==> config.mk <==
export PLATFORM = sky130hd
export DESIGN_NAME = system_options_power_monitor_regs
export DESIGN_NICKNAME = d
export VERILOG_FILES = /design/src/design/sysopt_pkg.sv /design/src/design/system_options_power_monitor_regs.sv
export SDC_FILE = /design/constraint.sdc
export NUM_CORES = 1
export LEC_CHECK = 0
export ABC_AREA = 1
export BUFFER_PORTS_ARGS = -buffer_cell sky130_fd_sc_hd__buf_4
export CAP_MARGIN = 20
export CORE_ASPECT_RATIO = 0.7
export CORE_UTILIZATION = 40
export DETAILED_ROUTE_END_ITERATION = 8
export PLACE_DENSITY = 0.73
export REMOVE_ABC_BUFFERS = 1
export SLEW_MARGIN = 20
export SYNTH_ARGS = -nofsm -noshare
export SYNTH_HDL_FRONTEND = slang
export SYNTH_SLANG_ARGS = --single-unit
==> constraint.sdc <==
create_clock -name core_clk -period 1.65 [get_ports core_clk]
set_clock_uncertainty 0.2 [all_clocks]
set_input_delay 0.495 -clock core_clk [delete_from_list [all_inputs] [get_ports core_clk]]
set_output_delay 0.495 -clock core_clk [all_outputs]
set_load 0.01 [all_outputs]
==> src/design/sysopt_pkg.sv <==
package sysopt_pkg;

   // Byte addresses of the registers on the APB
   localparam logic [7:0] OFS_OPTIONS_ONE = 8'h00;
   localparam logic [7:0] OFS_OPTIONS_TWO = 8'h04;
   localparam logic [7:0] OFS_PART_ID_HIGH = 8'h08;
   localparam logic [7:0] OFS_PART_ID_LOW = 8'h0c;
   localparam logic [7:0] OFS_POWER_CTRL_ONE = 8'h10;

   // Field positions, options one
   localparam int TIMEOUT_SEL_LSB = 6;

   // Field positions, options two
   localparam int POS_CLOCK_SELECT = 7;
   localparam int POS_WINDOW_MODE = 6;
   localparam int POS_CMP_ROUTE = 4;
   localparam int POS_B_CH1 = 3;
   localparam int POS_B_CH0 = 2;
   localparam int POS_A_CH1 = 1;
   localparam int POS_A_CH0 = 0;

   // Field positions, power monitor control one
   localparam int POS_WARN_FLAG = 7;
   localparam int POS_WARN_ACK = 6;
   localparam int POS_WARN_IE = 5;
   localparam int POS_DET_RESET = 4;
   localparam int POS_DET_STOP = 3;
   localparam int POS_DET_EN = 2;
   localparam int POS_BANDGAP = 0;

   // Field positions, part id high
   localparam int POS_FAMILY_BIT = 7;
   localparam int PART_ID_HI_W = 4;

   // Values after reset
   localparam logic [1:0] RST_TIMEOUT_SEL = 2'h3;
   localparam logic [7:0] RST_OPTIONS_TWO = 8'h00;
   localparam logic RST_DET_RESET = 1'b1;
   localparam logic RST_DET_STOP = 1'b1;
   localparam logic RST_DET_EN = 1'b1;
   localparam logic RST_WARN_IE = 1'b0;
   localparam logic RST_BANDGAP = 1'b0;

   // Wait cycles in the access phase; the slave never waits
   localparam int APB_WAIT_CYCLES = 0;

   typedef struct packed {
      logic clock_select;
      logic window_mode;
      logic cmp_route;
      logic b_ch1;
      logic b_ch0;
      logic a_ch1;
      logic a_ch0;
   } options_two_t;

   typedef struct packed {
      logic warn_ie;
      logic det_reset;
      logic det_stop;
      logic det_en;
      logic bandgap;
   } power_ctrl_t;

   typedef struct packed {
      logic psel;
      logic penable;
      logic pwrite;
      logic [7:0] paddr;
      logic [31:0] pwdata;
   } apb_req_t;

   typedef struct packed {
      logic pready;
      logic pslverr;
      logic [31:0] prdata;
   } apb_rsp_t;

endpackage

==> src/design/system_options_power_monitor_regs.sv <==
`timescale 1ns/1ps
// Functional notes
// - Clock select: 0 slow oscillator, 1 bus clock
// - Service sequence only in final timeout quarter
// - Early service write in window mode resets chip
// - Window mode works only with bus clock
// - Route bit feeds comparator to capture channel
// - Four bits pick default or alternate pins
// - Write-once bits take first write only
// - Part id high top bit reads zero
// - Part id high bits 6:4 ignore writes
// - Fixed read-only part number in id registers
// - Warning flag sticky until acknowledged
// - Flag sets below trip, also after reset
// - Acknowledge clears flag only if warning gone
// - Interrupt requested while flag and enable set
// - Detect reset enable resets chip on detect
// - Detect stays on in stop if enabled
// - Detect enable gates detect logic and options
// - Bandgap buffer enable drives reference buffer
// - Timeout from timeout select and clock select
module system_options_power_monitor_regs #(
   parameter logic [11:0] PART_NUMBER = 12'h5c3 // Arbitrary neutral value
) (
   input wire logic core_clk,
   input wire logic rst,
   input wire sysopt_pkg::apb_req_t apb_req,
   output sysopt_pkg::apb_rsp_t apb_rsp,
   input wire logic supply_below_warning,
   input wire logic supply_below_detect,
   input wire logic stop_mode,
   input wire logic service_write,
   input wire logic service_window_open,
   input wire logic analog_comparator_out,
   input wire logic timer_a_ch0_pin_in,
   output logic timer_a_ch0_capture_in,
   output sysopt_pkg::options_two_t options_two,
   output logic [2:0] watchdog_timeout_code,
   output logic watchdog_window_active,
   output logic supply_detect_active,
   output logic bandgap_buffer_enable,
   output logic supply_warning_irq,
   output logic chip_reset_req
);
   import sysopt_pkg::*;

   // Zero would look like an unprogrammed part to a tool
   if (PART_NUMBER == 12'h000) begin : g_bad_part_number
      $error("PART_NUMBER must not be zero");
   end

   logic [1:0] timeout_sel_r;
   options_two_t opt2_r;
   power_ctrl_t pwr_r;
   logic warn_flag_r;
   logic lock_one_r;
   logic lock_two_r;
   logic lock_pwr_r;
   logic [31:0] prdata_r;
   logic pslverr_r;
   logic reset_req_r;

   // Two-stage synchronisers for the analog and pin inputs
   logic [1:0] warn_sync_r;
   logic [1:0] det_sync_r;
   logic [1:0] cmp_sync_r;
   logic [1:0] pin_sync_r;
   logic warn_s;
   logic det_s;
   logic cmp_s;
   logic pin_s;

   logic setup_phase;
   logic wr_access;
   logic wr_one;
   logic wr_two;
   logic wr_pwr;
   logic [7:0] wbyte;

   function automatic logic addr_mapped(input logic [7:0] a);
      begin
         addr_mapped = (a == OFS_OPTIONS_ONE) || (a == OFS_OPTIONS_TWO) ||
            (a == OFS_PART_ID_HIGH) || (a == OFS_PART_ID_LOW) ||
            (a == OFS_POWER_CTRL_ONE);
      end
   endfunction

   always_ff @(posedge core_clk or posedge rst) begin
      if (rst) begin
         warn_sync_r <= 2'h0;
         det_sync_r <= 2'h0;
         cmp_sync_r <= 2'h0;
         pin_sync_r <= 2'h0;
      end else begin
         warn_sync_r <= {warn_sync_r[0], supply_below_warning};
         det_sync_r <= {det_sync_r[0], supply_below_detect};
         cmp_sync_r <= {cmp_sync_r[0], analog_comparator_out};
         pin_sync_r <= {pin_sync_r[0], timer_a_ch0_pin_in};
      end
   end

   assign warn_s = warn_sync_r[1];
   assign det_s = det_sync_r[1];
   assign cmp_s = cmp_sync_r[1];
   assign pin_s = pin_sync_r[1];

   assign setup_phase = apb_req.psel && !apb_req.penable;
   assign wr_access = apb_req.psel && apb_req.penable && apb_req.pwrite;
   assign wr_one = wr_access && (apb_req.paddr == OFS_OPTIONS_ONE);
   assign wr_two = wr_access && (apb_req.paddr == OFS_OPTIONS_TWO);
   assign wr_pwr = wr_access && (apb_req.paddr == OFS_POWER_CTRL_ONE);
   assign wbyte = apb_req.pwdata[7:0];

   // Locks cleared only by reset, so a stray later write cannot undo setup
   always_ff @(posedge core_clk or posedge rst) begin
      if (rst) begin
         lock_one_r <= 1'b0;
         lock_two_r <= 1'b0;
         lock_pwr_r <= 1'b0;
      end else begin
         if (wr_one) begin
            lock_one_r <= 1'b1;
         end
         if (wr_two) begin
            lock_two_r <= 1'b1;
         end
         if (wr_pwr) begin
            lock_pwr_r <= 1'b1;
         end
      end
   end

   always_ff @(posedge core_clk or posedge rst) begin
      if (rst) begin
         timeout_sel_r <= RST_TIMEOUT_SEL;
      end else if (wr_one && !lock_one_r) begin
         timeout_sel_r <= wbyte[TIMEOUT_SEL_LSB +: 2];
      end
   end

   always_ff @(posedge core_clk or posedge rst) begin
      if (rst) begin
         opt2_r.clock_select <= RST_OPTIONS_TWO[POS_CLOCK_SELECT];
         opt2_r.window_mode <= RST_OPTIONS_TWO[POS_WINDOW_MODE];
         opt2_r.cmp_route <= RST_OPTIONS_TWO[POS_CMP_ROUTE];
         opt2_r.b_ch1 <= RST_OPTIONS_TWO[POS_B_CH1];
         opt2_r.b_ch0 <= RST_OPTIONS_TWO[POS_B_CH0];
         opt2_r.a_ch1 <= RST_OPTIONS_TWO[POS_A_CH1];
         opt2_r.a_ch0 <= RST_OPTIONS_TWO[POS_A_CH0];
      end else if (wr_two) begin
         if (!lock_two_r) begin
            opt2_r.clock_select <= wbyte[POS_CLOCK_SELECT];
            opt2_r.window_mode <= wbyte[POS_WINDOW_MODE];
         end
         opt2_r.cmp_route <= wbyte[POS_CMP_ROUTE];
         opt2_r.b_ch1 <= wbyte[POS_B_CH1];
         opt2_r.b_ch0 <= wbyte[POS_B_CH0];
         opt2_r.a_ch1 <= wbyte[POS_A_CH1];
         opt2_r.a_ch0 <= wbyte[POS_A_CH0];
      end
   end

   always_ff @(posedge core_clk or posedge rst) begin
      if (rst) begin
         pwr_r.warn_ie <= RST_WARN_IE;
         pwr_r.det_reset <= RST_DET_RESET;
         pwr_r.det_stop <= RST_DET_STOP;
         pwr_r.det_en <= RST_DET_EN;
         pwr_r.bandgap <= RST_BANDGAP;
      end else if (wr_pwr) begin
         if (!lock_pwr_r) begin
            pwr_r.det_reset <= wbyte[POS_DET_RESET];
            pwr_r.det_stop <= wbyte[POS_DET_STOP];
            pwr_r.det_en <= wbyte[POS_DET_EN];
         end
         pwr_r.warn_ie <= wbyte[POS_WARN_IE];
         pwr_r.bandgap <= wbyte[POS_BANDGAP];
      end
   end

   // Set beats acknowledge: a present warning always keeps the flag up
   always_ff @(posedge core_clk or posedge rst) begin
      if (rst) begin
         warn_flag_r <= 1'b0;
      end else if (warn_s) begin
         warn_flag_r <= 1'b1;
      end else if (wr_pwr && wbyte[POS_WARN_ACK]) begin
         warn_flag_r <= 1'b0;
      end
   end

   assign supply_warning_irq = warn_flag_r && pwr_r.warn_ie;

   assign options_two = opt2_r;
   assign watchdog_timeout_code = {opt2_r.clock_select, timeout_sel_r};
   assign watchdog_window_active = opt2_r.window_mode && opt2_r.clock_select;
   assign bandgap_buffer_enable = pwr_r.bandgap;
   assign supply_detect_active = pwr_r.det_en && (!stop_mode || pwr_r.det_stop);

   // Comparator output already synchronised, like the pin, to avoid a glitching capture
   assign timer_a_ch0_capture_in = opt2_r.cmp_route ? cmp_s : pin_s;

   // Held until reset, which clears it; the reset controller acts on the level
   always_ff @(posedge core_clk or posedge rst) begin
      if (rst) begin
         reset_req_r <= 1'b0;
      end else if (watchdog_window_active && service_write && !service_window_open) begin
         reset_req_r <= 1'b1;
      end else if (supply_detect_active && pwr_r.det_reset && det_s) begin
         reset_req_r <= 1'b1;
      end
   end

   assign chip_reset_req = reset_req_r;

   // Read data captured in setup so it comes from a flop in the access phase
   always_ff @(posedge core_clk or posedge rst) begin
      if (rst) begin
         prdata_r <= 32'h0000_0000;
         pslverr_r <= 1'b0;
      end else if (setup_phase) begin
         pslverr_r <= !addr_mapped(apb_req.paddr);
         prdata_r <= 32'h0000_0000;
         if (!apb_req.pwrite) begin
            case (apb_req.paddr)
               OFS_OPTIONS_ONE: begin
                  prdata_r[TIMEOUT_SEL_LSB +: 2] <= timeout_sel_r;
               end
               OFS_OPTIONS_TWO: begin
                  prdata_r[POS_CLOCK_SELECT] <= opt2_r.clock_select;
                  prdata_r[POS_WINDOW_MODE] <= opt2_r.window_mode;
                  prdata_r[POS_CMP_ROUTE] <= opt2_r.cmp_route;
                  prdata_r[POS_B_CH1] <= opt2_r.b_ch1;
                  prdata_r[POS_B_CH0] <= opt2_r.b_ch0;
                  prdata_r[POS_A_CH1] <= opt2_r.a_ch1;
                  prdata_r[POS_A_CH0] <= opt2_r.a_ch0;
               end
               OFS_PART_ID_HIGH: begin
                  prdata_r[POS_FAMILY_BIT] <= 1'b0;
                  prdata_r[PART_ID_HI_W-1:0] <= PART_NUMBER[11:8];
               end
               OFS_PART_ID_LOW: begin
                  prdata_r[7:0] <= PART_NUMBER[7:0];
               end
               OFS_POWER_CTRL_ONE: begin
                  prdata_r[POS_WARN_FLAG] <= warn_flag_r;
                  prdata_r[POS_WARN_IE] <= pwr_r.warn_ie;
                  prdata_r[POS_DET_RESET] <= pwr_r.det_reset;
                  prdata_r[POS_DET_STOP] <= pwr_r.det_stop;
                  prdata_r[POS_DET_EN] <= pwr_r.det_en;
                  prdata_r[POS_BANDGAP] <= pwr_r.bandgap;
               end
               default: begin
                  prdata_r <= 32'h0000_0000;
               end
            endcase
         end
      end
   end

   // No wait states; id registers simply ignore writes
   assign apb_rsp.pready = 1'b1;
   assign apb_rsp.pslverr = pslverr_r && apb_req.psel && apb_req.penable;
   assign apb_rsp.prdata = prdata_r;

endmodule
==> results.json <==
{
  "status": "complete, but fails checks",
  "failed_checks": "negative setup slack",
  "cp-start-kind": "flip-flop",
  "leakagePower_nw": 1.442,
  "gr-usage-all-layers_pct": 17.28,
  "layout.nets": 360,
  "use_met3_pct": 4.318,
  "drc": 0,
  "area_delta_synth_final_pct": 37.22,
  "synth.area.mux_share_pct": 0,
  "slowest_stage": "dfstp_2",
  "routabilityCongestion": 0.8069,
  "avgSynthCellArea_sq_um": 8.271,
  "critPathTopFamily": "flip-flops",
  "dpl.hpwl_um": 3154,
  "cpPeakStageDelay_ps": 540,
  "synthAdderAreaFrac_pct": 0,
  "yosysTopAreaCell": "dfrtp_1",
  "ff_latch_area_sq_um": 908.4,
  "grt_pass1_wl_um": 6589,
  "yosysTopAreaCellShare_pct": 41.50,
  "drive_above_1_share_pct": 37.54,
  "vias": 1605,
  "htree_levels": 2,
  "die_h_um": 59.20,
  "hold_violations": 0,
  "clk_latency_ps": 290,
  "cts-root-buf": "clkbuf_8",
  "hp-class": "input pin to async pin",
  "critPathBufInv": 2,
  "multi_input_area_sq_um": 738.2,
  "synth_compound_area_share_pct": 6.225,
  "crit_fanout": 2,
  "power.total_mw": 1.708,
  "ir_drop_mv": 0.5686,
  "yosysWarnings": 0,
  "cap_violations": 0,
  "synth_cells": 226,
  "fin_crit_ps": 1824,
  "die-area_sq_um": 4955,
  "synthTopCellsByArea": "dfrtp_1, nand2_1, buf_4, dfstp_2, inv_1",
  "core-area_sq_um": 4404,
  "drv_slew": 0,
  "arrival_ps": 1130,
  "timing.rr.end": "prdata_r[4]$_DFFE_PP0P_",
  "antenna_found_initial": 0,
  "drtIter0Drc": 59,
  "drt-vias-per-instance": 4.409,
  "startpoint": "pwr_r[2]$_DFFE_PP1P_",
  "grt_pass1_vias": 1486,
  "initial_core_util_pct": 42.44,
  "grt_max_degree": 37,
  "netlist_area_sq_um": 1869,
  "rows": 20,
  "cp-end-kind": "output port",
  "fin_tns_setup_ps": -284.5,
  "rr_worst_depth": 6,
  "yosysSeqAreaShare_pct": 48.53,
  "drt-total-wl_um": 4064,
  "port-buffer-count": 52,
  "rr_startpoint": "options_two[4]$_DFFE_PP0P_",
  "grt_overflow": 0,
  "cts_buffers": 5,
  "fill_cells": 412,
  "gr-usage-met1_pct": 22.68,
  "cts_hold_buf": 0,
  "ys_ff_latch": 36,
  "worstPathRequired_ps": 950,
  "post-route-period-util_pct": 110.5,
  "cts.sink_count": 36,
  "fin_ws_ps": -173.7,
  "finalSetupViolCount": 5,
  "busiest_layer": "met2",
  "post-route-util_pct": 58.24,
  "io_pins": 102,
  "rsz0062_at_grt": "yes",
  "fmax_mhz": 548.3,
  "ff2ff_setup_slack_ps": 320,
  "ys_types": 24,
  "wl_per_cell_um": 11.16,
  "synth_xor_area_share_pct": 0,
  "cp_cell_sequence": "inv_2, a21boi_2, buf_4",
  "clk_pin_slew_worst_paths_ps": 70,
  "antenna_cells": 0,
  "firstDrtPassIters": 4,
  "grt_use_met2_pct": 28.92,
  "fp.dieW_um": 83.71,
  "tritoncts": "yes",
  "synthSimpleGateAreaFrac_pct": 27.91,
  "synth_top_family_by_area": "simple AND/OR/NAND/NOR gates",
  "ant_nets": 0,
  "crit_type": "flip-flop to output port",
  "clockBufferDepth": 2,
  "power_density_nw_per_um2": 665.9
}
worst reg2reg max path: stages, from the launching register on:
cell,delay (ps)
dfrtp_1,410
inv_2,50
buf_4,120
buf_4,130
o21ai_0,220
nand2_1,90
nand2_1,60
registers in the layout, summed over array words and instances, names as in the netlist:
register / flops
bandgap_buffer_enable: 1
pwr_r: 4
pslverr_r: 1
lock_one_r: 1
prdata_r: 8
options_two: 7
chip_reset_req: 1
timeout_sel_r: 2
pin_sync_r: 2
warn_sync_r: 2
lock_pwr_r: 1
warn_flag_r: 1
lock_two_r: 1
cmp_sync_r: 2
det_sync_r: 2
worst max path at each step:
stage | endpoint | slack (ps) | depth (start not counted)
detailed placement | warn_flag_r$_DFFE_PP0P_ | -110 | 7
finish | supply_detect_active | -170 | 3
CTS | supply_detect_active | -180 | 3
global route | supply_detect_active | -230 | 3
global placement | warn_flag_r$_DFFE_PP0P_ | -90 | 7
floorplan | supply_detect_active | 80 | 2
metal layers:
layer  up-vias  wire, um
li1        807         -
met3         3       269
met4         0        22
met5         -         0
met2        53      1969
met1       742      1802
final cells by class:
class	instances	area share [%]
Clock buffer	5	2.683
Clock inverter	3	0.7317
Inverter	32	4.732
Multi-Input combinational cell	155	28.78
Sequential cell	36	35.41
Tap cell	55	2.683
Timing Repair Buffer	78	24.98
stage by stage:
stage / setup slack (ps) / hold slack (ps) / area (sq um) / std cells
2_1_floorplan: 76.10 / 131.2 / 1760 / 223
3_3_place_gp: -86.71 / 133.4 / 2337 / 344
3_5_place_dp: -105.9 / 137.3 / 2337 / 344
4_1_cts: -184.7 / 54.46 / 2516 / 360
5_1_grt: -225.7 / 58.01 / 2565 / 364
6_report: -173.7 / 44.31 / 2565 / 364
cells in the mapped netlist (all sizes together):
| cell | number |
|---|---|
| clkinv | 1 |
| a21boi | 1 |
| o21a | 1 |
| nor2 | 18 |
| buf | 26 |
| inv | 31 |
| dfstp | 5 |
| a31oi | 1 |
| o22ai | 1 |
| nand3 | 19 |
| dfrtp | 31 |
| nand2 | 72 |
| conb | 2 |
| o21ai | 17 |
cells in the final DEF (no fill, tap or decap), types with 3 or more instances in the layout:
cell type,Yosys,final
conb_1,2,25
dfrtp_1,31,30
nand2_2,5,6
nand2_1,66,65
dfstp_2,5,5
o21ai_1,7,7
inv_2,2,5
buf_4,26,68
clkinv_2,1,3
clkbuf_8,0,5
nand3_1,17,17
inv_1,29,26
nor2_4,4,4
o21ai_0,9,9
nor2_1,11,11
buf_6,0,8
repair_timing:
action / CTS / global route
buffers inserted: 8 / 4
cloned: 0 / 0
gates resized for setup: 10 / 5
endpoints found under the setup margin: 6 / 9
pin swaps: 1 / 1
report_power, final:
group / internal (mW) / switching, mW
sequential: 0.899 / 0.00627
combinational: 0.0825 / 0.112
clock: 0.294 / 0.315
kinds of logic (layout without fill, tap and decap cells):
family	Yosys count	after routing
AND/OR/NAND/NOR	109	109
buffers and inverters	58	118
flip-flops	36	36
AO/OA/AOI/OAI	21	21
other	2	25
Note: power is estimated with default switching activity, not from simulation.
